File: src/core/dsp_digital_io_regs.vh
// Register offsets, field positions, reset values and timing counts of the digital I/O port.
`ifndef DSP_DIGITAL_IO_REGS_VH
`define DSP_DIGITAL_IO_REGS_VH

// Register offsets on the 4-bit register address.
`define DSP_REG_PAR_OUT   4'h0
`define DSP_REG_PAR_IN    4'h1
`define DSP_REG_DIR       4'h2
`define DSP_REG_SER_CTRL  4'h3
`define DSP_REG_SER_TX    4'h4
`define DSP_REG_SER_RX    4'h5
`define DSP_REG_CTRL_OUT  4'h6
`define DSP_REG_STATUS_IN 4'h7

// Serial control register fields.
`define DSP_SC_SER_EN     0
`define DSP_SC_TB_LO      1
`define DSP_SC_TB_HI      2
`define DSP_SC_SW_STROBE  3
`define DSP_SC_START      4
`define DSP_SC_BUSY       5

// Shift clock timebase selections.
`define DSP_TB_FAST       2'h0
`define DSP_TB_SLOW       2'h1
`define DSP_TB_SOFT       2'h2

// Reset values.
`define DSP_RST_BYTE      8'h00
`define DSP_RST_TB        2'h0
`define DSP_RST_STROBE    1'b1

// Line positions of the serial pins.
`define DSP_SER_OUT_LINE  0
`define DSP_SER_IN_LINE   4

// Timing: clock rate and the two shift clock periods.
`define DSP_CLK_MHZ       125
`define DSP_FAST_PER_NS   1200
`define DSP_SLOW_PER_NS   10000
// Half periods in clock cycles, sized to the divider: 600 ns and 5000 ns at 125 MHz.
`define DSP_FAST_HALF     10'h04b
`define DSP_SLOW_HALF     10'h271
`define DSP_DIV_W         10
`define DSP_BITS_PER_XFER 3'h7

`endif

File: src/core/dsp_digital_io.v
// Digital I/O port with parallel byte access, serial shifter, strobe, control and status lines.
//
// How it works
// RULE1: eight bidirectional lines form a parallel byte
// RULE2: serial mode uses line4 input, line0 output
// RULE3: strobe gives serial timing or software handshake
// RULE4: eight control outputs follow a writable register
// RULE5: four status inputs are readable by software
// RULE6: parallel write drives output lines at once
// RULE7: parallel read returns present line levels
// RULE8: software does its own parallel handshaking
// RULE9: shift clock from 1.2us, 10us or software
// RULE10: serial input sampled on shift clock rise
// RULE11: sender changes input bit after falling edge
// RULE12: serial output changes on shift clock fall
// RULE13: receiver captures output bit on rising edge
// RULE14: exactly eight shift clock pulses, then stop
// RULE15: software start command begins each byte transfer
// RULE16: serial input and output run together
// RULE17: direction bit one means output, per line
// RULE18: strobe follows software bit or shift clock
// RULE19: bytes shift MSB first, received byte readable
// RULE20: busy flag set during a serial transfer
//
// Strobed register access and the register offsets were chosen for this implementation.
`include "dsp_digital_io_regs.vh"
`default_nettype none

module dsp_digital_io (
    // Clock and reset.
    input  wire       clk,
    input  wire       rst,
    // Register port.
    input  wire [3:0] regAddr,
    input  wire [7:0] regWrData,
    input  wire       regWrEn,
    input  wire       regRdEn,
    output reg  [7:0] regRdData,
    // Parallel port lines, split into input, output and enable.
    input  wire [7:0] lineIn,
    output reg  [7:0] lineOut,
    output reg  [7:0] lineOe,
    // Strobe and shift clock output.
    output reg        strobeShiftClock,
    // Board control outputs and status inputs.
    output reg  [7:0] ctrlLines,
    input  wire [3:0] statusLines
);

    // Half period in clock cycles for the selected hardware timebase.
    function [`DSP_DIV_W-1:0] halfCount;
        input [1:0] sel;
        begin
            if (sel == `DSP_TB_SLOW) begin
                halfCount = `DSP_SLOW_HALF;
            end else begin
                halfCount = `DSP_FAST_HALF;
            end
        end
    endfunction

    // Software visible registers.
    reg [7:0]            parOut_q;
    reg [7:0]            dir_q;
    reg                  serEn_q;
    reg [1:0]            tbSel_q;
    reg                  swStrobe_q;
    reg [7:0]            txData_q;
    reg [7:0]            rxData_q;

    // Serial engine state.
    reg                  busy_q;
    reg [2:0]            bitCnt_q;
    reg [7:0]            txShift_q;
    reg [7:0]            rxShift_q;
    reg                  serBit_q;
    reg                  hwClk_q;
    reg [`DSP_DIV_W-1:0] div_q;

    // Input synchronisers for pins from outside the clock domain.
    reg [7:0]            lineMeta_q;
    reg [7:0]            lineSync_q;
    reg [3:0]            statMeta_q;
    reg [3:0]            statSync_q;

    // Decoded strobes.
    wire wrCtrl = regWrEn & (regAddr == `DSP_REG_SER_CTRL);
    wire startReq = wrCtrl & regWrData[`DSP_SC_START] & regWrData[`DSP_SC_SER_EN] & ~busy_q;

    // Hardware timebase is active only in serial mode with a periodic source.
    wire hwTimed = serEn_q & (tbSel_q != `DSP_TB_SOFT);
    wire divTick = busy_q & hwTimed & (div_q == halfCount(tbSel_q) - 1'b1);

    // Level the strobe pin takes next cycle; edges are found against the current pin.
    wire strobeNext = hwTimed ? hwClk_q : swStrobe_q; // RULE18
    wire shiftFall = busy_q & strobeShiftClock & ~strobeNext;
    wire shiftRise = busy_q & ~strobeShiftClock & strobeNext;
    wire lastBit = (bitCnt_q == `DSP_BITS_PER_XFER);

    // Serial input comes from the synchronised copy only.
    wire serIn = lineSync_q[`DSP_SER_IN_LINE];

    // Two flip-flop synchronisers; the first stage feeds only the second.
    always @(posedge clk) begin
        if (rst) begin
            lineMeta_q <= `DSP_RST_BYTE;
            lineSync_q <= `DSP_RST_BYTE;
            statMeta_q <= 4'h0;
            statSync_q <= 4'h0;
        end else begin
            lineMeta_q <= lineIn;
            lineSync_q <= lineMeta_q;
            statMeta_q <= statusLines;
            statSync_q <= statMeta_q;
        end
    end

    // Configuration and data registers written by software.
    // Mode and timebase are frozen while a transfer runs, so a byte never changes clock mid-way.
    always @(posedge clk) begin
        if (rst) begin
            parOut_q   <= `DSP_RST_BYTE;
            dir_q      <= `DSP_RST_BYTE;
            serEn_q    <= 1'b0;
            tbSel_q    <= `DSP_RST_TB;
            swStrobe_q <= `DSP_RST_STROBE;
            txData_q   <= `DSP_RST_BYTE;
            ctrlLines  <= `DSP_RST_BYTE;
        end else if (regWrEn) begin
            case (regAddr)
                `DSP_REG_PAR_OUT: begin
                    parOut_q <= regWrData; // RULE6
                end
                `DSP_REG_DIR: begin
                    dir_q <= regWrData; // RULE17
                end
                `DSP_REG_SER_CTRL: begin
                    swStrobe_q <= regWrData[`DSP_SC_SW_STROBE]; // RULE3
                    if (!busy_q) begin
                        serEn_q <= regWrData[`DSP_SC_SER_EN];
                        tbSel_q <= regWrData[`DSP_SC_TB_HI:`DSP_SC_TB_LO]; // RULE9
                    end
                end
                `DSP_REG_SER_TX: begin
                    txData_q <= regWrData;
                end
                `DSP_REG_CTRL_OUT: begin
                    ctrlLines <= regWrData; // RULE4
                end
                default: begin
                    parOut_q <= parOut_q;
                end
            endcase
        end
    end

    // Divider for the periodic shift clock; it idles high and restarts with each byte.
    always @(posedge clk) begin
        if (rst) begin
            div_q   <= {`DSP_DIV_W{1'b0}};
            hwClk_q <= 1'b1;
        end else if (startReq || !busy_q || !hwTimed) begin
            div_q   <= {`DSP_DIV_W{1'b0}};
            hwClk_q <= 1'b1;
        end else if (divTick) begin
            div_q   <= {`DSP_DIV_W{1'b0}};
            hwClk_q <= ~hwClk_q; // RULE9
        end else begin
            div_q <= div_q + 1'b1;
        end
    end

    // Serial engine: one falling and one rising edge per bit, eight bits per start.
    always @(posedge clk) begin
        if (rst) begin
            busy_q    <= 1'b0;
            bitCnt_q  <= 3'h0;
            txShift_q <= `DSP_RST_BYTE;
            rxShift_q <= `DSP_RST_BYTE;
            rxData_q  <= `DSP_RST_BYTE;
            serBit_q  <= 1'b0;
        end else if (startReq) begin
            busy_q    <= 1'b1; // RULE15 RULE20
            bitCnt_q  <= 3'h0;
            txShift_q <= txData_q;
        end else begin
            if (shiftFall) begin
                // Most significant bit leaves first.
                serBit_q  <= txShift_q[7]; // RULE12 RULE19
                txShift_q <= {txShift_q[6:0], 1'b0};
            end
            if (shiftRise) begin
                // Input and output share this clock within one transfer.
                rxShift_q <= {rxShift_q[6:0], serIn}; // RULE10 RULE16
                bitCnt_q  <= bitCnt_q + 1'b1;
                if (lastBit) begin
                    busy_q   <= 1'b0; // RULE14 RULE20
                    rxData_q <= {rxShift_q[6:0], serIn}; // RULE19
                end
            end
        end
    end

    // Pin drivers; serial mode takes line 0 as output and line 4 as input.
    always @(posedge clk) begin
        if (rst) begin
            lineOut          <= `DSP_RST_BYTE;
            lineOe           <= `DSP_RST_BYTE;
            strobeShiftClock <= `DSP_RST_STROBE;
        end else begin
            strobeShiftClock <= strobeNext; // RULE3 RULE18
            lineOut          <= parOut_q; // RULE1 RULE6
            lineOe           <= dir_q; // RULE17
            if (serEn_q) begin
                lineOut[`DSP_SER_OUT_LINE] <= shiftFall ? txShift_q[7] : serBit_q; // RULE2 RULE12
                lineOe[`DSP_SER_OUT_LINE]  <= 1'b1; // RULE2
                lineOe[`DSP_SER_IN_LINE]   <= 1'b0; // RULE2
            end
        end
    end

    // Read data appear the cycle after the read strobe; unmapped offsets read zero.
    always @(posedge clk) begin
        if (rst) begin
            regRdData <= `DSP_RST_BYTE;
        end else if (regRdEn) begin
            case (regAddr)
                `DSP_REG_PAR_OUT: begin
                    regRdData <= parOut_q;
                end
                `DSP_REG_PAR_IN: begin
                    regRdData <= lineSync_q; // RULE7
                end
                `DSP_REG_DIR: begin
                    regRdData <= dir_q;
                end
                `DSP_REG_SER_CTRL: begin
                    regRdData <= {2'h0, busy_q, 1'b0, swStrobe_q, tbSel_q, serEn_q}; // RULE20
                end
                `DSP_REG_SER_TX: begin
                    regRdData <= txData_q;
                end
                `DSP_REG_SER_RX: begin
                    regRdData <= rxData_q; // RULE19
                end
                `DSP_REG_CTRL_OUT: begin
                    regRdData <= ctrlLines;
                end
                `DSP_REG_STATUS_IN: begin
                    regRdData <= {4'h0, statSync_q}; // RULE5
                end
                default: begin
                    regRdData <= 8'h00;
                end
            endcase
        end else begin
            regRdData <= 8'h00;
        end
    end

endmodule // dsp_digital_io

`default_nettype wire

File: config.mk
export PLATFORM = sky130hd
export DESIGN_NAME = dsp_digital_io
export DESIGN_NICKNAME = d
export VERILOG_FILES = /design/src/core/dsp_digital_io.v
export VERILOG_INCLUDE_DIRS = /design/src /design/src/core
export SDC_FILE = /design/constraint.sdc
export NUM_CORES = 1
export LEC_CHECK = 0
export BUFFER_PORTS_ARGS = -buffer_cell sky130_fd_sc_hd__buf_2
export CORE_MARGIN = 4
export CORE_UTILIZATION = 51
export DETAILED_ROUTE_END_ITERATION = 10
export GPL_TIMING_DRIVEN = 0
export PLACE_DENSITY = 0.76
export SLEW_MARGIN = 10
export SYNTH_ARGS = -nofsm -noshare
export SYNTH_HDL_FRONTEND = slang
export SYNTH_SLANG_ARGS = --single-unit
export TNS_END_PERCENT = 50
File: constraint.sdc
create_clock -name clk -period 1.7 [get_ports clk]
set_input_delay 0.34 -clock clk [delete_from_list [all_inputs] [get_ports clk]]
set_output_delay 0.34 -clock clk [all_outputs]
set_load 0.005 [all_outputs]
After elaboration in Yosys (flattened, before gate mapping)

Index checks and enable logic that the tools add are counted.

Add/sub/neg operators: 3
Equality and inequality tests: 11
Multiplexer cells: 11
Bitwise logic cells: 17
Reductions and logical operators: 22

Operators by type and width:

| operator                                            | count |
|---|---|
| case mux 8 bit (8 select lines)                     | 1 |
| equality test 4 x 3 -> 1 bit, second input constant | 4 |
| 2-to-1 mux 8 bit                                    | 2 |
| AND reduction 2 bit                                 | 7 |
| bitwise AND 1 bit                                   | 11 |
| adder 10 x 1 -> 10 bit, second input constant       | 1 |
| equality test 10 bit                                | 1 |
| 2-to-1 mux 10 bit                                   | 1 |
| subtractor 10 x 1 -> 10 bit, second input constant  | 1 |
| equality test 4 x 2 -> 1 bit, second input constant | 2 |
| OR reduction 2 bit                                  | 4 |
| 2-to-1 mux 1 bit                                    | 7 |
| NOT 1 bit                                           | 6 |
| AND reduction 3 bit                                 | 2 |
| nonzero test 2 bit                                  | 3 |
| equality test 4 x 1 -> 1 bit, second input constant | 1 |
| zero test 4 bit                                     | 1 |
| adder 3 x 1 -> 3 bit, second input constant         | 1 |
| equality test 3 bit, second input constant          | 1 |
| OR reduction 3 bit                                  | 1 |
| equality test 2 x 1 -> 1 bit, second input constant | 1 |
| zero test 1 bit                                     | 2 |
| logical OR 1 bit                                    | 2 |
| != test 2 bit, second input constant                | 1 |

Register bits after elaboration: 124
Output and inout bits: 33
Word-level logic and storage cells: 88

Depth between registers and ports, before layout

Gate-level depths: netlist of run 1.

Depth after elaboration: 8
Mapped depth: 8
Mapped depth without buffers: 6

Least setup slack after synthesis of run 1

OpenSTA, ideal clock, no wires.

Path type: input to register
Start point: input port regAddr[2]
End point: register txShift_q[1]
Setup time: 139 ps
Arrival: 1531 ps
Setup slack: 31 ps
Cell stages on the path: 8
Buffers on the path: 3
Path through: buf_2 -> nor2_2 -> nand4b_4 -> or2_1 -> buf_6 -> buf_6 -> nor2_1 -> a211oi_2

Longest elaborated chain between the ends: 6
Elaborated cells between the ends (all ways): 7
Those cells by class: 1 x eq/ne; 1 x mux; 4 x bitwise; 1 x reduce/logical

Ends and longest elaborated chain:

| item                                                   | RTL line             | source |
|---|---|---|
| from (decl)                                            | dsp_digital_io.v:34  | `input wire [3:0] regAddr,` |
| equality test 4 x 2 -> 1 bit *                         | n/a                  |  |
| bitwise AND 1 bit *                                    | dsp_digital_io.v:87  | `` wire wrCtrl = regWrEn & (regAddr == `DSP_REG_SER_CTRL); `` |
| bitwise AND 1 bit * (3 in a row)                       | dsp_digital_io.v:88  | `` wire startReq = wrCtrl & regWrData[`DSP_SC_START] & regWrData[`DSP_SC_SER_EN] & ~busy_q; `` |
| 2-to-1 mux 8 bit or nonzero test 2 bit (tied branches) | n/a                  |  |
| to (signal assigned)                                   | dsp_digital_io.v:178 | `` txShift_q <= `DSP_RST_BYTE; `` |
| to (signal assigned)                                   | dsp_digital_io.v:185 | `txShift_q <= txData_q;` |
| to (signal assigned)                                   | dsp_digital_io.v:190 | `txShift_q <= {txShift_q[6:0], 1'b0};` |
| to (decl)                                              | dsp_digital_io.v:74  | `reg [7:0] txShift_q;` |

Mark *: on every way between the ends. The rest lies on a longest branch, timed or not.
A chain may end at the register's enable or synchronous reset.

Final worst setup path of run 1

Start point: register tbSel_q[0]
End point: register txShift_q[6]

Longest elaborated chain between the ends: 6

Ends and longest elaborated chain:

| item                                | RTL line             | source |
|---|---|---|
| from (decl)                         | dsp_digital_io.v:66  | `reg [1:0] tbSel_q;` |
| from (signal assigned)              | dsp_digital_io.v:125 | `` tbSel_q <= `DSP_RST_TB; `` |
| from (signal assigned)              | dsp_digital_io.v:141 | `` tbSel_q <= regWrData[`DSP_SC_TB_HI:`DSP_SC_TB_LO]; `` |
| != test 2 bit (no source line)      | n/a                  |  |
| bitwise AND 1 bit                   | dsp_digital_io.v:91  | `` wire hwTimed = serEn_q & (tbSel_q != `DSP_TB_SOFT); `` |
| 2-to-1 mux 1 bit                    | dsp_digital_io.v:95  | `wire strobeNext = hwTimed ? hwClk_q : swStrobe_q;` |
| NOT 1 bit                           | dsp_digital_io.v:96  | `wire shiftFall = busy_q & strobeShiftClock & ~strobeNext;` |
| bitwise AND 1 bit                   | dsp_digital_io.v:96  |  |
| nonzero test 2 bit (no source line) | n/a                  |  |

No other way between the ends.

==> results of run 1 <==
==> where the power goes <==
group / switching (W) / total (W) / internal [W]
registers: 0.0000207 / 0.00297 / 0.00295
logic: 0.000160 / 0.000260 / 0.0000999
clock network: 0.00137 / 0.00349 / 0.00212
total: 0.00155 / 0.00672 / 0.00517
==> critical path: stages (launching register included) <==
cell and delay, ns:
dfxtp_2 0.35, nand2b_4 0.15, and3_4 0.19, or3_4 0.37, buf_6 0.15, mux2i_1 0.21, a211oi_2 0.10
==> final timing paths <==
path | cells past startpoint | to | from
worst max register to register | 6 | txShift_q[6]$_SDFFE_PP0P_ | tbSel_q[0]$_SDFFE_PP0P_
worst min-delay path | 2 | lineMeta_q[6]$_SDFF_PP0_ | lineIn[6]
worst min register to register | 1 | statSync_q[0]$_SDFF_PP0_ | statMeta_q[0]$_SDFF_PP0_
worst max-delay path | 6 | txShift_q[6]$_SDFFE_PP0P_ | tbSel_q[0]$_SDFFE_PP0P_
==> routing by layer <==
metal,part of all wire [%],wire (µm)
met5,0,0
met4,2.2,240
met3,5.4,589
met2,50,5530
met1,42,4600
==> layout by cell type (no fill, tap or decap), types with 2 or more instances in the layout <==
cell        netlist  final
buf_2             7     64
mux2_2            5      5
nor2_1           90     90
a22o_1            4      4
bufinv_16         0      2
a211oi_2          7      8
clkinv_4          0      3
clkbuf_16         0     16
xnor2_1           5      5
and4_1            2      2
a221oi_1          5      5
and2_1            2      2
dfxtp_1         124    121
dfxtp_2           0      3
clkbuf_1         14     14
nor3_1            4      4
buf_1             4      4
mux2i_1          67     66
nand2_1          12     11
and3_1            2      2
clkinvlp_4        0      2
nand3b_1          5      5
a21oi_1          11     11
inv_1             3      3
o21ai_0           2      2
ha_1              3      3
nand3_1           8      8
inv_6             0      5
buf_6             2      3
xor2_1            5      5
a22oi_1           4      4
nor2b_1          41     41
mux4_2            3      3
==> cell type report <==
class,count,area (µm²),area share (%)
repair buffers,58,290,5.00
plain buffers,28,143,2.46
inverters,3,11.3,0.194
clock buffers,18,418,7.20
multi-input cells,307,2160,37.2
well taps,108,135,2.33
flip-flops and latches,124,2490,42.8
clock inverters,14,161,2.78
==> state kept, by name, indices dropped and copies added (netlist names) <==
name              count
bitCnt_q              3
busy_q                1
ctrlLines             8
dir_q                 8
div_q                10
hwClk_q               1
lineMeta_q            8
lineOe                8
lineOut               8
lineSync_q            8
parOut_q              8
regRdData             8
rxData_q              8
rxShift_q             7
serBit_q              1
serEn_q               1
statMeta_q            4
statSync_q            4
strobeShiftClock      1
swStrobe_q            1
tbSel_q               2
txData_q              8
txShift_q             8
==> logic make-up (layout without fill, tap and decap cells) <==
kind of cell	Yosys count	in the layout	synth area share, %
multiplexers	75	75	16.7
XOR/XNOR	10	10	1.84
flip-flops	124	124	52.1
adder cells (fa/ha/maj)	3	3	0.789
AO/OA/AOI/OAI	42	42	6.96
AND/OR/NAND/NOR	177	177	18.4
buffers and inverters	32	121	3.18
==> per-stage QoR <==
step | setup slack, ns | hold WS (ns) | total power, W | utilization [%] | TNS (ns)
3_3_place_gp | -0.283 | 0.417 | 0.00328 | 58.3 | -6.39
6_report | 0.0473 | 0.0332 | 0.00672 | 65.3 | 0
5_1_grt | -0.0123 | 0.0415 | 0.00692 | 65.3 | -0.0126
3_5_place_dp | -0.363 | 0.423 | 0.00329 | 58.3 | -7.52
4_1_cts | 0.00847 | 0.0195 | 0.00675 | 64.9 | 0
2_1_floorplan | 0.0306 | 0.414 | 0.00318 | - | 0
==> what timing repair did <==
item	CTS	global route
resized for setup	4	7
hold buffers	0	0
setup buffers	0	0
pin swaps	0	2
endpoints found under the setup margin	26	18
hold endpoints to repair	0	0
gates cloned	0	1
==> impl_metrics.toml, run 1 <==
[synth]
synth_edf_count = 0
synth_nets = 494
synth_commonest_cells = "124 x dfxtp_1, 90 x nor2_1, 67 x mux2i_1"
synth_top_cell_by_area = "dfxtp_1"
async_flop_share_pct = 0
postSynthAreaPerCell_um2 = 10.3
synth.ff_latch_count = 124
ys_types = 45
synthCells = 463
dominantRegCellSynth = "dfxtp_1"
yosysTopAreaCellShare_pct = 52.1
synth.most_common_cell = "dfxtp_1"
netlist_area_um2 = 4760
seq_area_frac_synth_pct = 52.1
yosys_warnings = 0
synth_area_leaders = "dfxtp_1 52%, mux2i_1 14%, nor2_1 7.1%, nor2b_1 5.4%, a211oi_2 1.8%"

[worst_setup_path]
worstSetupEndpointType = "flip-flop"
critPathKind = "reg -> reg"
cp_max_fo = 5
arrival_ns = 2.02
required_ns = 2.07
cp-start-kind = "flip-flop"
r2r_slack_ns = 0.05

[clock_tree]
htreeDepth = 4
clockBufferDepth = 2
clkTransAtPathRegs_ns = 0.06
cts_tree = "done"
cts_made_buffers = 17
clockRootBuffer = "clkbuf_8"
cts.sinks = 124
clk_latency_ns = 0.51

[routing]
drtIter0Drc = 180
drt-total-wl_mm = 11.0
avgRoutedWirePerCell_um = 16.6
postRouteAntennaNets = 0
viasPerCell = 5.38
drc = 0
firstDrtPassIters = 5
vias = 3551

[grt]
grt_use_met3_pct = 5.06
grt_max_degree = 17
track_usage_pct = 20.6
grt_use_met2_pct = 36.0
grt_pass1_wl_mm = 18.0
met1_usage_pct = 24.6
antenna_found_initial = 0
gr-max-usage-layer = "met2"
globalRouteOverflowTotal = 0
grt_pass1_vias = 3653

[timing]
final_max_slew_viol_count = 0
setup_viol = 0
fmax_mhz = 605
period_needed_ns = 1.65
maxSlewHeadroom_pct = 55.4
worst_pin_slew_ns = 0.669
grt_setup_unrepaired = "yes"
clock_skew_ns = 0.00713
finalCritPeriodShare_pct = 97.2
hold_viol = 0

[floorplanning]
start_util_pct = 53.5
die_h_um = 105
die_w_um = 105
rows = 34
core-area_um2 = 8890
die-area_um2 = 10900
pin_count = 61

[power]
irDropWorstVdd_mv = 0.735
cellPowerDensity_nw_per_um2 = 1160
power_leakage_nw = 2.63

[placement]
placed_area_um2 = 5180
gp_congestion = 0.952
hpwl_mm = 7.71
port_buffers = 57
dp.cells = 628

[layout]
instances_no_fill = 660
drive_gt1_share_pct = 22.8
antenna_cells = 0
nets = 570
final_area_um2 = 5800
syn_to_final_growth_pct = 21.9
nFillCells = 684

[run_status]
status = "completed"

[min_path]
hold_path_class = "in -> reg"

[flow_run]
drv_cap = 0
(Power assumes the default switching activity.)
==> run 2: changes to the inputs <==
--- a/config.mk
+++ b/config.mk
@@ -8,10 +8,10 @@
 export LEC_CHECK = 0
 export BUFFER_PORTS_ARGS = -buffer_cell sky130_fd_sc_hd__buf_2
 export CORE_MARGIN = 4
-export CORE_UTILIZATION = 51
+export CORE_UTILIZATION = 57
 export DETAILED_ROUTE_END_ITERATION = 10
 export GPL_TIMING_DRIVEN = 0
-export PLACE_DENSITY = 0.76
+export PLACE_DENSITY = 0.81
 export SLEW_MARGIN = 10
 export SYNTH_ARGS = -nofsm -noshare
 export SYNTH_HDL_FRONTEND = slang
==> constraint.sdc (replaced) <==
create_clock -name clk -period 1.61 [get_ports clk]
set_input_delay 0.322 -clock clk [delete_from_list [all_inputs] [get_ports clk]]
set_output_delay 0.322 -clock clk [all_outputs]
set_load 0.005 [all_outputs]
==> impl_metrics.toml, run 2 (synthesis gave the netlist of run 1 again) <==
[placement]
port_buffers = 57
hpwl_mm = 7.51
gp_congestion = 0.981

[clock_tree]
cts_tree = "done"
clockBufferDepth = 2
clockRootBuffer = "clkbuf_8"
htreeDepth = 4
cts_made_buffers = 17
clk_latency_ns = 0.53
clkTransAtPathRegs_ns = 0.06
cts.sinks = 124

[timing]
hold_viol = 0
final_max_slew_viol_count = 0
whs_ns = 0.00148
setup_viol = 1
fmax_mhz = 615
fin_ws_ns = -0.0164
worst_pin_slew_ns = 0.704
period_needed_ns = 1.63
maxSlewHeadroom_pct = 53.0
finalCritPeriodShare_pct = 101
clock_skew_ns = 0.00674
grt_setup_unrepaired = "yes"

[floorplanning]
core-area_um2 = 8180
die_h_um = 99.4
rows = 33
pin_count = 61
die_w_um = 99.4
die-area_um2 = 9880
start_util_pct = 58.2

[layout]
final_cell_mix = "121 x dfxtp_1, 90 x nor2_1, 66 x mux2i_1"
multi_input_area_um2 = 2180
largest_reg_flops = 10
nFillCells = 574
antenna_cells = 0
syn_to_final_growth_pct = 23.3
drive_gt1_share_pct = 23.2
final_common_cell = "dfxtp_1"
largest-register = "div_q"
nets = 578
register_area_um2 = 2490

[worst_setup_path]
cp_top_family = "simple AND/OR/NAND/NOR gates"
worst-path-stages = 6
worstSetupEndpointType = "flip-flop"
r2r-start = "tbSel_q[0]$_SDFFE_PP0P_"
rr_worst_depth = 6
r2r_slack_ns = -0.02
arrival_ns = 2.07
critPathKind = "reg -> reg"
cp-start-kind = "flip-flop"
worstPathCellList = "nand2b_4 > and3_4 > or3_4 > buf_6 > mux2i_4 > a211oi_2"
cp_max_fo = 5
path_buf_inv = 1
critPathCapture = "lineOut[0]$_SDFF_PP0_"
setup.worst_path.start = "tbSel_q[0]$_SDFFE_PP0P_"
required_ns = 2.06
r2r-end = "lineOut[0]$_SDFF_PP0_"
cp_slowest_cell = "or3_4"
slowest_delay_ns = 0.37

[flow_run]
drv_cap = 0

[grt]
globalRouteOverflowTotal = 0
met1_usage_pct = 29.4
grt_pass1_wl_mm = 18.4
grt_use_met2_pct = 39.6
antenna_found_initial = 0
grt_pass1_vias = 3567
track_usage_pct = 24.1
gr-max-usage-layer = "met2"
grt_use_met3_pct = 6.73
grt_max_degree = 17

[routing]
viasPerCell = 5.54
drc = 0
vias = 3682
firstDrtPassIters = 6
drtIter0Drc = 211
drt-total-wl_mm = 11.3
postRouteAntennaNets = 0
avgRoutedWirePerCell_um = 17.0

[run_status]
violations = "negative setup slack"
status = "complete, but fails checks"

[power]
power_leakage_nw = 2.64
irDropWorstVdd_mv = 0.844
p_total_w = 0.00699
cellPowerDensity_nw_per_um2 = 1190

[min_path]
hold_path_class = "in -> reg"
==> run 2: final cells by class <==
class	instances	share of cell area, %
clock buffers	18	7.12
repair buffers	65	6.06
flip-flops and latches	124	42.4
multi-input cells	308	37.2
well taps	105	2.24
plain buffers	28	2.47
clock inverters	14	2.35
inverters	3	0.192
==> run 2: what timing repair did <==
| action | 4_1_cts | 5_1_grt |
|---|---|---|
| cloned | 1 | 1 |
| resized for setup | 11 | 6 |
| pin swaps | 2 | 2 |
| endpoints found under the setup margin | 37 | 35 |
| hold buffers | 5 | 0 |
| setup buffers | 2 | 0 |
| endpoints found under the hold margin | 5 | 0 |
==> run 2: routing by layer <==
layer	vias up	share of wire (%)
met5	-	0
met4	0	2.5
met3	39	6.3
met2	156	50
met1	1743	41
li1	1744	-
==> run 2: power breakdown <==
group          internal [W]  switching [W]  total, W
clock network       0.00208        0.00149   0.00356
registers           0.00311      0.0000212   0.00314
logic              0.000115       0.000175  0.000290
total               0.00531        0.00168   0.00699
==> run 2: metrics by stage <==
step	utilization, %	cell area [µm²]	std cells	worst slack, ns	setup TNS [ns]
6_report	71.8	5870	665	-0.0164	-0.0164
5_1_grt	71.8	5870	665	-0.0853	-0.411
4_1_cts	71.5	5850	664	-0.0127	-0.0127
3_5_place_dp	63.4	5180	625	-0.411	-13.49
3_3_place_gp	63.4	5180	625	-0.361	-11.96
2_1_floorplan	-	4770	463	-0.0124	-0.0124
==> run 2: worst min path at each step <==
stage / from / to / slack (ns) / cells past startpoint
finish: statusLines[3] / statMeta_q[3]$_SDFF_PP0_ / 0.001 / 2
CTS: lineIn[6] / lineMeta_q[6]$_SDFF_PP0_ / 0.0004 / 2
detailed placement: lineMeta_q[1]$_SDFF_PP0_ / lineSync_q[1]$_SDFF_PP0_ / 0.42 / 1
global placement: lineMeta_q[4]$_SDFF_PP0_ / lineSync_q[4]$_SDFF_PP0_ / 0.42 / 1
floorplan: lineMeta_q[0]$_SDFF_PP0_ / lineSync_q[0]$_SDFF_PP0_ / 0.41 / 1
global route: statusLines[3] / statMeta_q[3]$_SDFF_PP0_ / 0.007 / 2
